**config.mk**
```make
export PLATFORM = sky130hd
export DESIGN_NAME = psrw_power_ctrl
export DESIGN_NICKNAME = d
export VERILOG_FILES = /design/src/psrw_pkg.sv /design/src/psrw_power_ctrl.sv /design/src/psrw_pattern_mem.sv
export SDC_FILE = /design/constraint.sdc
export NUM_CORES = 1
export LEC_CHECK = 0
export CORE_ASPECT_RATIO = 2
export CORE_MARGIN = 3
export CORE_UTILIZATION = 59
export CTS_BUF_LIST = sky130_fd_sc_hd__clkbuf_8
export DETAILED_ROUTE_END_ITERATION = 10
export DONT_BUFFER_PORTS = 1
export GPL_ROUTABILITY_DRIVEN = 1
export GPL_TIMING_DRIVEN = 0
export PLACE_DENSITY = 0.78
export SLEW_MARGIN = 0
export SYNTH_ARGS = -nofsm -noshare
export SYNTH_HDL_FRONTEND = slang
export SYNTH_HIERARCHICAL = 1
export SYNTH_SLANG_ARGS = --single-unit
export TNS_END_PERCENT = 50
```
**constraint.sdc**
```tcl
create_clock -name clk -period 2.7 [get_ports clk]
set_input_delay 0.54 -clock clk [delete_from_list [all_inputs] [get_ports clk]]
set_output_delay 0.54 -clock clk [all_outputs]
set_load 0.1 [all_outputs]
```
**src/psrw_pkg.sv**
```systemverilog
package psrw_pkg;

   // ---------------------------------------------------------------
   // power states
   // ---------------------------------------------------------------
   typedef enum logic [2:0] {D0U, D0A, D1, D2, D3} psrw_state_t;

   localparam logic [1:0] PS_D0 = 2'h0;
   localparam logic [1:0] PS_D1 = 2'h1;
   localparam logic [1:0] PS_D2 = 2'h2;
   localparam logic [1:0] PS_D3 = 2'h3;

   // ---------------------------------------------------------------
   // register offsets (byte addresses)
   // ---------------------------------------------------------------
   localparam logic [7:0] OFF_PMCS    = 8'h00;
   localparam logic [7:0] OFF_WAKECFG = 8'h04;
   localparam logic [7:0] OFF_BAR     = 8'h08;
   localparam logic [7:0] OFF_STATUS  = 8'h0c;
   localparam logic [7:0] OFF_PATADDR = 8'h10;
   localparam logic [7:0] OFF_PATDATA = 8'h14;
   localparam logic [7:0] OFF_PMCAP   = 8'h18;

   // ---------------------------------------------------------------
   // field positions
   // ---------------------------------------------------------------
   localparam int PMCS_PME_EN_BIT   = 8;
   localparam int PMCS_PME_STAT_BIT = 15;
   localparam int WCFG_LINK_BIT     = 0;
   localparam int WCFG_PAT_BIT      = 1;
   localparam int WCFG_CLASS_LSB    = 2;
   localparam int STAT_AUX_BIT      = 0;
   localparam int STAT_LINK_BIT     = 1;
   localparam int STAT_ACTIVE_BIT   = 2;
   localparam int STAT_MATCH_BIT    = 3;
   localparam int PMCAP_AUX_BIT     = 15;
   localparam int PAT_MASK_BIT      = 8;

   // ---------------------------------------------------------------
   // sizes and reset values
   // ---------------------------------------------------------------
   localparam int NUM_CLASS = 5;
   localparam int PAT_DEPTH = 128;
   localparam int PAT_AW    = 7;
   localparam int PAT_DW    = 9;
   localparam int IDX_W     = 8;

   localparam logic [6:0] PAT_ADDR_RST = 7'h00;
   localparam logic [7:0] IDX_RST      = 8'h00;

endpackage : psrw_pkg

```
**src/psrw_power_ctrl.sv**
```systemverilog
`timescale 1ns/1ns

module psrw_power_ctrl (
   input  wire logic        clk,
   input  wire logic        arst_n,
   input  wire logic        alternate_power_on_reset_n,
   input  wire logic        isolate_n,
   input  wire logic        bus_rst_n,
   input  wire logic        flash_addr_bit1,
   input  wire logic        link_valid,
   input  wire logic        rx_valid,
   input  wire logic [7:0]  rx_byte,
   input  wire logic        rx_last,
   input  wire logic [4:0]  rx_class,
   input  wire logic [7:0]  addr,
   input  wire logic [31:0] wdata,
   input  wire logic        we,
   input  wire logic        re,
   output logic      [31:0] rdata,
   output logic             pme_oe,
   output logic             internal_init,
   output logic             bus_out_en,
   output logic             master_en,
   output logic             slave_en,
   output logic             config_en,
   output logic             link_integrity_en,
   output logic             aux_supply_present
);

   // ---------------------------------------------------------------
   // state record
   // ---------------------------------------------------------------
   typedef struct packed {
      logic                     alt_m;
      logic                     alt_s;
      logic                     iso_m;
      logic                     iso_s;
      logic                     brst_m;
      logic                     brst_s;
      logic                     iso_d;
      logic                     brst_d;
      logic                     link_d;
      psrw_pkg::psrw_state_t    state;
      logic                     bar_done;
      logic                     pme_en;
      logic                     pme_stat;
      logic                     link_wake_en;
      logic                     pat_en;
      logic [4:0]               class_en;
      logic                     aux;
      logic [6:0]               pat_addr;
      logic [7:0]               idx;
      logic                     v_d;
      logic                     last_d;
      logic                     inr_d;
      logic [7:0]               byte_d;
      logic [4:0]               cls_d;
      logic                     miss;
      logic                     matched;
      logic                     bus_oe;
      logic                     mst_en;
      logic                     slv_en;
      logic                     cfg_en;
      logic                     lnk_int;
      logic                     init;
      logic                     pme_oe;
      logic [31:0]              rdata;
   } psrw_st_t;

   psrw_st_t   s_reg;
   psrw_st_t   s_next;
   logic [8:0] pat_rdata;
   logic       mem_we;
   logic       bus_ok;
   logic       lowp;
   logic       brst_on;
   logic       brst_rise;
   logic       iso_rise;
   logic       init_cond;
   logic       link_chg;

   // ---------------------------------------------------------------
   // qualified bus conditions
   // ---------------------------------------------------------------
   // isolation masks the bus reset, so an unpowered bus cannot reset us
   assign bus_ok    = s_reg.iso_s & s_reg.brst_s;
   assign brst_on   = ~s_reg.brst_s & s_reg.iso_s & ~s_reg.aux;
   assign brst_rise = s_reg.brst_s & ~s_reg.brst_d & s_reg.iso_s
                      & ~s_reg.aux;
   assign iso_rise  = s_reg.iso_s & ~s_reg.iso_d;
   assign lowp      = (s_reg.state == psrw_pkg::D1) | (s_reg.state == psrw_pkg::D2)
                      | (s_reg.state == psrw_pkg::D3);
   assign link_chg  = link_valid ^ s_reg.link_d;
   assign init_cond = (brst_on & (s_reg.state != psrw_pkg::D3))
                      | (brst_rise & (s_reg.state == psrw_pkg::D3))
                      | iso_rise;
   assign mem_we    = we & bus_ok & (addr == psrw_pkg::OFF_PATDATA);

   // ---------------------------------------------------------------
   // pattern memory
   // ---------------------------------------------------------------
   psrw_pattern_mem u_pat (
      .clk    (clk),
      .arst_n (arst_n),
      .we     (mem_we),
      .waddr  (s_reg.pat_addr),
      .wdata  (wdata[8:0]),
      .raddr  (s_reg.idx[6:0]),
      .rdata  (pat_rdata)
   );

   // ---------------------------------------------------------------
   // next state
   // ---------------------------------------------------------------
   always_comb begin
      logic       keep;
      logic       byte_miss;
      logic       miss_all;
      logic       hit;
      logic       wake;
      logic [1:0] ps_code;
      s_next    = s_reg;
      keep      = 1'b0;
      byte_miss = 1'b0;
      miss_all  = 1'b0;
      hit       = 1'b0;
      wake      = 1'b0;
      ps_code   = psrw_pkg::PS_D0;

      // two-flop synchronizers; iso/brst edge history from the second stage, link history from the raw input
      s_next.alt_m  = alternate_power_on_reset_n;
      s_next.alt_s  = s_reg.alt_m;
      s_next.iso_m  = isolate_n;
      s_next.iso_s  = s_reg.iso_m;
      s_next.brst_m = bus_rst_n;
      s_next.brst_s = s_reg.brst_m;
      s_next.iso_d  = s_reg.iso_s;
      s_next.brst_d = s_reg.brst_s;
      s_next.link_d = link_valid;

      // strap is caught while a reset is asserted
      if (!s_reg.alt_s || (!s_reg.brst_s && s_reg.iso_s)) begin
         s_next.aux = flash_addr_bit1;
      end

      // frame matcher: read address issued now, compare one cycle later
      byte_miss = s_reg.v_d & s_reg.inr_d & pat_rdata[psrw_pkg::PAT_MASK_BIT]
                  & (pat_rdata[7:0] != s_reg.byte_d);
      miss_all  = s_reg.miss | byte_miss;
      s_next.v_d    = rx_valid & lowp;
      s_next.byte_d = rx_byte;
      s_next.last_d = rx_last;
      s_next.cls_d  = rx_class;
      s_next.inr_d  = ~s_reg.idx[7];
      if (rx_valid && lowp) begin
         if (rx_last) begin
            s_next.idx = psrw_pkg::IDX_RST;
         end else if (!s_reg.idx[7]) begin
            s_next.idx = s_reg.idx + 8'h01;
         end
      end else if (!lowp) begin
         s_next.idx = psrw_pkg::IDX_RST;
      end
      if (s_reg.v_d) begin
         if (s_reg.last_d) begin
            hit = (s_reg.pat_en & ~miss_all)
                  | (|(s_reg.cls_d & s_reg.class_en));
            s_next.miss    = 1'b0;
            s_next.matched = hit;
         end else begin
            s_next.miss = miss_all;
         end
      end
      if (!lowp) begin
         s_next.miss = 1'b0;
      end

      // packets wake only in low power with a live link; link changes always
      wake = s_reg.pme_en & ((hit & lowp & link_valid)
             | (link_chg & s_reg.link_wake_en));

      // register writes; isolation and bus reset make the port deaf
      if (we && bus_ok) begin
         case (addr)
            psrw_pkg::OFF_PMCS: begin
               s_next.pme_en = wdata[psrw_pkg::PMCS_PME_EN_BIT];
               if (wdata[psrw_pkg::PMCS_PME_STAT_BIT]) begin
                  s_next.pme_stat = 1'b0;
               end
               case (wdata[1:0])
                  psrw_pkg::PS_D1: s_next.state = psrw_pkg::D1;
                  psrw_pkg::PS_D2: s_next.state = psrw_pkg::D2;
                  psrw_pkg::PS_D3: s_next.state = psrw_pkg::D3;
                  default: begin
                     s_next.state = s_reg.bar_done ? psrw_pkg::D0A : psrw_pkg::D0U;
                  end
               endcase
            end
            psrw_pkg::OFF_WAKECFG: begin
               s_next.link_wake_en = wdata[psrw_pkg::WCFG_LINK_BIT];
               s_next.pat_en       = wdata[psrw_pkg::WCFG_PAT_BIT];
               s_next.class_en     = wdata[psrw_pkg::WCFG_CLASS_LSB +: psrw_pkg::NUM_CLASS];
            end
            psrw_pkg::OFF_BAR: begin
               s_next.bar_done = 1'b1;
               if (s_reg.state == psrw_pkg::D0U) begin
                  s_next.state = psrw_pkg::D0A;
               end
            end
            psrw_pkg::OFF_PATADDR: s_next.pat_addr = wdata[6:0];
            psrw_pkg::OFF_PATDATA: s_next.pat_addr = s_reg.pat_addr + 7'h01;
            default: ;
         endcase
      end

      // a wake event beats a same-cycle clear
      if (wake) begin
         s_next.pme_stat = 1'b1;
      end

      // internal initialization; enabled wake context is left alone
      keep = s_reg.pme_en | ((s_reg.state == psrw_pkg::D3) & brst_rise);
      if (init_cond) begin
         s_next.state    = psrw_pkg::D0U;
         s_next.bar_done = 1'b0;
         s_next.pat_addr = psrw_pkg::PAT_ADDR_RST;
         s_next.idx      = psrw_pkg::IDX_RST;
         s_next.miss     = 1'b0;
         s_next.matched  = 1'b0;
         if (!keep) begin
            s_next.pme_en       = 1'b0;
            s_next.pme_stat     = 1'b0;
            s_next.link_wake_en = 1'b0;
            s_next.pat_en       = 1'b0;
            s_next.class_en     = 5'h00;
         end
      end

      // read data, present only in the cycle after the strobe
      case (s_reg.state)
         psrw_pkg::D1: ps_code = psrw_pkg::PS_D1;
         psrw_pkg::D2: ps_code = psrw_pkg::PS_D2;
         psrw_pkg::D3: ps_code = psrw_pkg::PS_D3;
         default:      ps_code = psrw_pkg::PS_D0;
      endcase
      s_next.rdata = 32'h0000_0000;
      if (re && bus_ok) begin
         case (addr)
            psrw_pkg::OFF_PMCS: begin
               s_next.rdata[1:0] = ps_code;
               s_next.rdata[psrw_pkg::PMCS_PME_EN_BIT]   = s_reg.pme_en;
               s_next.rdata[psrw_pkg::PMCS_PME_STAT_BIT] = s_reg.pme_stat;
            end
            psrw_pkg::OFF_WAKECFG: begin
               s_next.rdata[psrw_pkg::WCFG_LINK_BIT] = s_reg.link_wake_en;
               s_next.rdata[psrw_pkg::WCFG_PAT_BIT]  = s_reg.pat_en;
               s_next.rdata[psrw_pkg::WCFG_CLASS_LSB +: psrw_pkg::NUM_CLASS] = s_reg.class_en;
            end
            psrw_pkg::OFF_BAR: s_next.rdata[0] = s_reg.bar_done;
            psrw_pkg::OFF_STATUS: begin
               s_next.rdata[psrw_pkg::STAT_AUX_BIT]    = s_reg.aux;
               s_next.rdata[psrw_pkg::STAT_LINK_BIT]   = s_reg.link_d;
               s_next.rdata[psrw_pkg::STAT_ACTIVE_BIT] = (s_reg.state == psrw_pkg::D0A);
               s_next.rdata[psrw_pkg::STAT_MATCH_BIT]  = s_reg.matched;
            end
            psrw_pkg::OFF_PATADDR: s_next.rdata[6:0] = s_reg.pat_addr;
            psrw_pkg::OFF_PMCAP: s_next.rdata[psrw_pkg::PMCAP_AUX_BIT] = s_reg.aux;
            default: ;
         endcase
      end

      // alternate reset: record back to zero except synchronizers, edge history and the recaptured strap
      if (!s_reg.alt_s) begin
         s_next        = '0;
         s_next.alt_m  = alternate_power_on_reset_n;
         s_next.alt_s  = s_reg.alt_m;
         s_next.iso_m  = isolate_n;
         s_next.iso_s  = s_reg.iso_m;
         s_next.brst_m = bus_rst_n;
         s_next.brst_s = s_reg.brst_m;
         s_next.iso_d  = s_reg.iso_s;
         s_next.brst_d = s_reg.brst_s;
         s_next.link_d = link_valid;
         s_next.aux    = flash_addr_bit1;
      end

      // pin controls follow the settled next state
      s_next.bus_oe  = s_next.iso_s & s_next.brst_s;
      s_next.cfg_en  = s_next.bus_oe;
      s_next.mst_en  = s_next.bus_oe & (s_next.state == psrw_pkg::D0A);
      s_next.slv_en  = s_next.bus_oe & ((s_next.state == psrw_pkg::D0A)
                       | (s_next.state == psrw_pkg::D0U));
      // no link upkeep while down in D2/D3, nor in low power without wake
      s_next.lnk_int = ~(((s_next.state == psrw_pkg::D2) | (s_next.state == psrw_pkg::D3))
                       & ~link_valid)
                       & ~((s_next.state != psrw_pkg::D0U) & (s_next.state != psrw_pkg::D0A)
                       & ~s_next.pme_en);
      s_next.init    = init_cond & s_reg.alt_s;
      s_next.pme_oe  = s_next.pme_stat & s_next.pme_en;
   end

   // ---------------------------------------------------------------
   // state register
   // ---------------------------------------------------------------
   always_ff @(posedge clk or negedge arst_n) begin
      if (!arst_n) begin
         s_reg <= '0;
      end else begin
         s_reg <= s_next;
      end
   end

   assign rdata              = s_reg.rdata;
   assign pme_oe             = s_reg.pme_oe;
   assign internal_init      = s_reg.init;
   assign bus_out_en         = s_reg.bus_oe;
   assign master_en          = s_reg.mst_en;
   assign slave_en           = s_reg.slv_en;
   assign config_en          = s_reg.cfg_en;
   assign link_integrity_en  = s_reg.lnk_int;
   assign aux_supply_present = s_reg.aux;

   // ---------------------------------------------------------------
   // checks
   // ---------------------------------------------------------------
   d1_no_master_a: assert property (@(posedge clk) disable iff (!arst_n)
      s_reg.mst_en |-> $past(s_reg.state) != psrw_pkg::D1 || s_reg.state == psrw_pkg::D0A)
      else $error("bus mastering outside the active state");
   iso_float_a: assert property (@(posedge clk) disable iff (!arst_n)
      !s_reg.iso_s |-> !s_reg.bus_oe && !s_reg.cfg_en)
      else $error("bus outputs enabled while isolated");
   pme_gate_a: assert property (@(posedge clk) disable iff (!arst_n)
      s_reg.pme_oe |-> s_reg.pme_en && s_reg.pme_stat)
      else $error("wake output without enable");
   bar_active_a: assert property (@(posedge clk) disable iff (!arst_n)
      (we && bus_ok && addr == psrw_pkg::OFF_BAR && s_reg.alt_s && !init_cond
       && s_reg.state == psrw_pkg::D0U) |=> s_reg.state == psrw_pkg::D0A)
      else $error("base address write did not activate");
   iso_init_a: assert property (@(posedge clk) disable iff (!arst_n)
      (s_reg.iso_s && !s_reg.iso_d && s_reg.alt_s) |=> s_reg.init ##1 s_reg.state != psrw_pkg::D0A)
      else $error("isolate release did not initialize");
   aux_no_reset_a: assert property (@(posedge clk) disable iff (!arst_n)
      (s_reg.aux && s_reg.iso_s && s_reg.iso_d && s_reg.alt_s) |=> !s_reg.init)
      else $error("bus reset acted with aux supply present");
   link_wake_a: assert property (@(posedge clk) disable iff (!arst_n)
      (link_chg && s_reg.pme_en && s_reg.link_wake_en && s_reg.alt_s && !init_cond)
      |=> s_reg.pme_oe [*2])
      else $error("link change did not raise wake");
   d3_keep_a: assert property (@(posedge clk) disable iff (!arst_n)
      (s_reg.state == psrw_pkg::D3 && brst_rise && s_reg.pme_stat && s_reg.alt_s
       && !iso_rise) |=> s_reg.pme_stat && s_reg.state == psrw_pkg::D0U)
      else $error("wake context lost on D3 reset release");
   strap_a: assert property (@(posedge clk) disable iff (!arst_n)
      !s_reg.alt_s |=> s_reg.aux == $past(flash_addr_bit1))
      else $error("strap not latched during reset");
   alt_reset_a: assert property (@(posedge clk) disable iff (!arst_n)
      !s_reg.alt_s |=> s_reg.state == psrw_pkg::D0U && !s_reg.pme_en && !s_reg.pme_oe)
      else $error("alternate reset left state behind");
   no_integrity_a: assert property (@(posedge clk) disable iff (!arst_n)
      s_reg.lnk_int |-> !(s_reg.state == psrw_pkg::D2 && !$past(link_valid)))
      else $error("link upkeep while link down in D2");

endmodule : psrw_power_ctrl

```
**src/psrw_pattern_mem.sv**
```systemverilog
`timescale 1ns/1ns

// wake pattern store: mask bit over compare byte, one entry per frame byte
module psrw_pattern_mem (
   input  wire logic       clk,
   input  wire logic       arst_n,
   input  wire logic       we,
   input  wire logic [6:0] waddr,
   input  wire logic [8:0] wdata,
   input  wire logic [6:0] raddr,
   output logic      [8:0] rdata
);

   logic [8:0] mem_q [psrw_pkg::PAT_DEPTH];

   // ---------------------------------------------------------------
   // write port; contents survive every reset so wake context is kept
   // ---------------------------------------------------------------
   always_ff @(posedge clk) begin
      if (we) begin
         mem_q[waddr] <= wdata;
      end
   end

   // registered read, one cycle latency
   always_ff @(posedge clk or negedge arst_n) begin
      if (!arst_n) begin
         rdata <= 9'h000;
      end else begin
         rdata <= mem_q[raddr];
      end
   end

endmodule : psrw_pattern_mem

```
Word level (Yosys, flattened, before mapping):

Memories as Yosys holds them, arrays and structs flattened. A register that Yosys moved wholly into a read port is not among the register bits.
Cells that the tools add are included.

* memories: 1
* RAM bits: 1152
* bits in registers: 94
* logic and storage cells: 173

Memory list
* u_pat.mem_q: words 128, bits a word 9, read ports 1, clocked after Yosys merged registers in 1, write ports 1, line psrw_pattern_mem.sv:14 `logic [8:0] mem_q [psrw_pkg::PAT_DEPTH];`

* reductions and logical operators: 17
* $add $sub $neg: 2
* bitwise logic cells: 51
* equality and inequality tests: 28
* multiplexer cells: 40

Operator list (count)
* $mux W86: 1
* $mux W8: 4
* $and A1 B1 Y1: 29
* $mux W13: 2
* $eq A8 B5 Y1 const B: 3
* $mux W7: 3
* $eq A8 B4 Y1 const B: 2
* $mux W1: 15
* $mux W15: 1
* $pmux W7 S2: 1
* $pmux W2 S3: 2
* $pmux W3 S2: 2
* $not A1 Y1: 10
* $or A1 B1 Y1: 10
* $eq A3 B2 Y1 const B: 3
* $mux W9: 1
* $ne A3 B1 Y1 const B: 3
* $pmux W3 S3: 1
* $add A8 B1 Y8 const B: 1
* $eq A8 B3 Y1 const B: 1
* $logic_not A8 Y1: 1
* $ne A8 B8 Y1: 1
* $reduce_and A2 Y1: 4
* $add A7 B1 Y7 const B: 1
* 24 further kinds: 36

Depth between registers and ports, before layout:

* depth in word-level cells: 22
* mapped depth: 8
* gate-level depth less buffers: 7

Modules after synthesis:

The synthesis kept the hierarchy.

Modules (own cells, without submodules)
* psrw_pattern_mem: sequential area each 34818.4 µm², cells an instance 1816, area an instance 44555.2 µm², times used 1
* psrw_power_ctrl: sequential area each 1776.7 µm², cells an instance 369, area an instance 3692.3 µm², times used 1

Least setup slack after synthesis:

Ideal clock, no wire load.

* kind: reg2reg
* start point: register s_reg[57] in the netlist's numbering
* end point: register u_pat.rdata[0] (read register of u_pat.mem_q)
* data required time: 2.575 ns
* period minus slack after synthesis: 2.937 ns
* arrival: 2.812 ns
* cell stages (with the launch flop): 7
* path buffers: 2
* library setup time: 0.125 ns
* path slack: -0.237 ns
* cells stage by stage: dfrtp_1 -> buf_2 -> buf_1 -> mux4_2 -> mux4_2 -> mux4_2 -> mux2_2

RTL lines
* start: declaration: line psrw_power_ctrl.sv:70 `psrw_st_t s_reg;`
* start signal: assignment: line psrw_power_ctrl.sv:309 `s_reg <= s_next;`
* end: declaration: line psrw_pattern_mem.sv:11 `output logic [8:0] rdata`

==> results.toml <==
[setup_path]
path_depth = 7
cp_max_fo = 10
r2r-end = "u_pat/rdata[5]"
crit_chain = "buf_12, buf_16, buf_12, mux4_2, mux4_2, mux4_2, mux2_2"
endpoint_kind = "flop"
endpoint = "u_pat/rdata[5]"
cpPeakStageDelay_ns = 0.60
timing.rr.start = "s_reg[57]"
cp_data_required_time_ns = 3.37
critPathLaunchType = "flop"
ff2ff_path_depth = 7
worstPathArrival_ns = 3.84
worst-r2r-setup-slack_ns = -0.47
worstPathBufferInverterCount = 3
path_class = "reg2reg"
worst_path_most_repeated_cell = "mux4_2"
path_delay_family = "multiplexers"
crit_start = "s_reg[57]"
cp_slowest_cell = "mux4_2"

[sta]
hold_violations = 0
rsz0062_at_grt = "true"
skew_ns = 0.0409
slew_headroom_pct = 30.2
maxSlewViolCount = 0
fin_crit_sh_pct = 117
holdWs_ns = 0.0750
fin_crit_ns = 3.17
setup_viol = 188
fmax_mhz = 316
tightest_slew_ns = 1.04
fin_ws_ns = -0.467

[synth]
syn_area_per_cell_um2 = 22.1
synth_top_area_share_pct = 71.7
seq_area_frac_synth_pct = 75.8
async_flop_share_pct = 6.49
synth.area.top_cells = "edfxtp_1, mux4_2, dfrtp_1"
synthTopCellsByCount = "edfxtp_1, mux4_2, nor2_1"
synth-edff-count = 1152
yosysTopAreaCell = "edfxtp_1"
synthFlopType = "edfxtp_1"
synth_most_common_cell = "edfxtp_1"
ys_ff_latch = 1232
postSynthCellCount = 2185
syn_area_um2 = 48200
ys_warn_count = 6
synth.distinct_cells = 62

[cells_and_area]
fin_util_pct = 68.9
drive_above_1_share_pct = 36.4
nFillCells = 4486
largest_reg_flops = 1152
fin_nets = 2558
area_delta_synth_final_pct = 15.4

[placement]
dpl.hpwl_um = 79100
io_buffers = 0
dp_worst_setup_slack_ns = -1.57
routabilityCongestion = 0.920

[power_and_ir_drop]
power.density_nw_per_um2 = 621
ir_drop_mv = 0.395
p_leak_nw = 17.2

[detailed_routing]
drtPass1Iterations = 6
drtIter0Drc = 3073
wl_per_cell_um = 34.5
post-route-drc-count = 0
wirelength_um = 126000
vias_per_cell = 6.75
postRouteAntennaNets = 0
vias = 24643

[clock_network]
cts_buffers = 158
cts_tree = "built"
clockBufferDepth = 3
cts_root_buf = "clkbuf_8"
htreeDepth = 4
clk_latency_ns = 0.82
clock-sinks = 1232
clk_pin_slew_ns = 0.07

[die]
die_x_um = 208
core_um2 = 80700
die-area_um2 = 85500
io_pins = 104
rows = 147
die_h_um = 410
initial_utilization_pct = 59.8

[run_status]
violations = "negative setup slack"
status = "complete, but fails checks"

[run]
drv_cap = 0

[grt]
antenna_found_initial = 2
grt_first_pass_wirelength_um = 180000
grt_start_max_net_pins = 130
gr-usage-all-layers_pct = 29.8
grt_pass1_vias = 25796
grt-ovfl-total = 0

[worst_hold_path]
holdCritPathClass = "in2reg"
cell families after synthesis:
group | after synthesis | synth area share [%]
flops | 1232 | 75.8
buf+inv | 153 | 1.58
compound gates | 82 | 1.07
fa+ha+maj | 5 | 0.130
mux | 397 | 18.1
other cells | 1 | 0.00777
simple gates | 306 | 3.10
xor+xnor | 9 | 0.163
worst min path at each step:
stage	from	endpoint	slack (ns)	cells after the start
2_1_floorplan	arst_n	aux_supply_present	0.24	0
3_3_place_gp	arst_n	s_reg[42]	0.25	0
3_5_place_dp	arst_n	s_reg[43]	0.25	0
4_1_cts	wdata[15]	s_reg[80]	0.004	3
5_1_grt	addr[5]	rdata[15]	0.04	3
6_report	addr[5]	rdata[15]	0.07	3
report_power, final:
part           internal [W]  switching, W
clock               0.00626       0.00672
combinational      0.000131      0.000549
sequential           0.0209     0.0000479
layout by cell type, fill, tap and decap left out, types with 9 or more instances in the layout:
cell / n
edfxtp_1: 1152
mux4_2: 379
clkbuf_8: 171
buf_4: 88
dfrtp_1: 75
nor2_4: 74
inv_1: 48
nor2_1: 42
clkinv_1: 38
buf_12: 38
nand2_1: 36
dlygate4sd3_1: 34
a21oi_1: 32
nor2_2: 32
clkbuf_2: 24
conb_1: 23
nand3_1: 18
o21ai_0: 17
clkinv_2: 17
buf_16: 17
and2_1: 15
clkbuf_1: 12
mux2_2: 12
clkbuf_4: 12
nand4_1: 11
nor2b_1: 9
buf_6: 9
area by class of cell:
cell class / count / area (µm²) / area share (%)
diodes: 3 / 7.51 / 0.0135
plain buffers: 142 / 1450 / 2.61
clock buffers: 160 / 2200 / 3.96
clock inverters: 117 / 758 / 1.36
inverters: 11 / 41.3 / 0.0742
multi-input cells: 823 / 11800 / 21.1
flip-flops and latches: 1232 / 36600 / 65.8
well taps: 1043 / 1310 / 2.34
repair buffers: 121 / 1540 / 2.76
metrics by stage:
| step | instance area, µm² | total power [W] | cells | TNS (ns) |
|---|---|---|---|---|
| floorplan | 48500 | 0.0216 | 2207 | -51.73 |
| global placement | 49800 | 0.0216 | 3250 | -1394.80 |
| global route | 55700 | 0.0357 | 3650 | -27.51 |
| CTS | 55000 | 0.0348 | 3625 | -42.51 |
| finish | 55700 | 0.0346 | 3652 | -22.54 |
| detailed placement | 49900 | 0.0216 | 3253 | -1326.71 |
worst reg2reg max path, stage by stage (launching register included):
cell and delay, ns:
dfrtp_2 0.43, buf_12 0.19, buf_16 0.19, buf_12 0.20, mux4_2 0.56, mux4_2 0.55
mux4_2 0.60, mux2_2 0.32
layer usage:
metal	GRT usage, %	vias up	wire (µm)
met5	0	-	0
met4	21.1	0	11000
met3	6.31	475	10900
met2	51.6	1660	66300
met1	32.7	12785	37700
li1	-	9723	-
what timing repair did:
item	CTS	global route
gates resized for setup	268	91
hold endpoints to repair	1261	0
cloned	3	2
pin swaps	47	16
buffers inserted	48	23
setup endpoints to repair	1141	968
hold buffers	44	0
(Power assumes the default switching activity.)
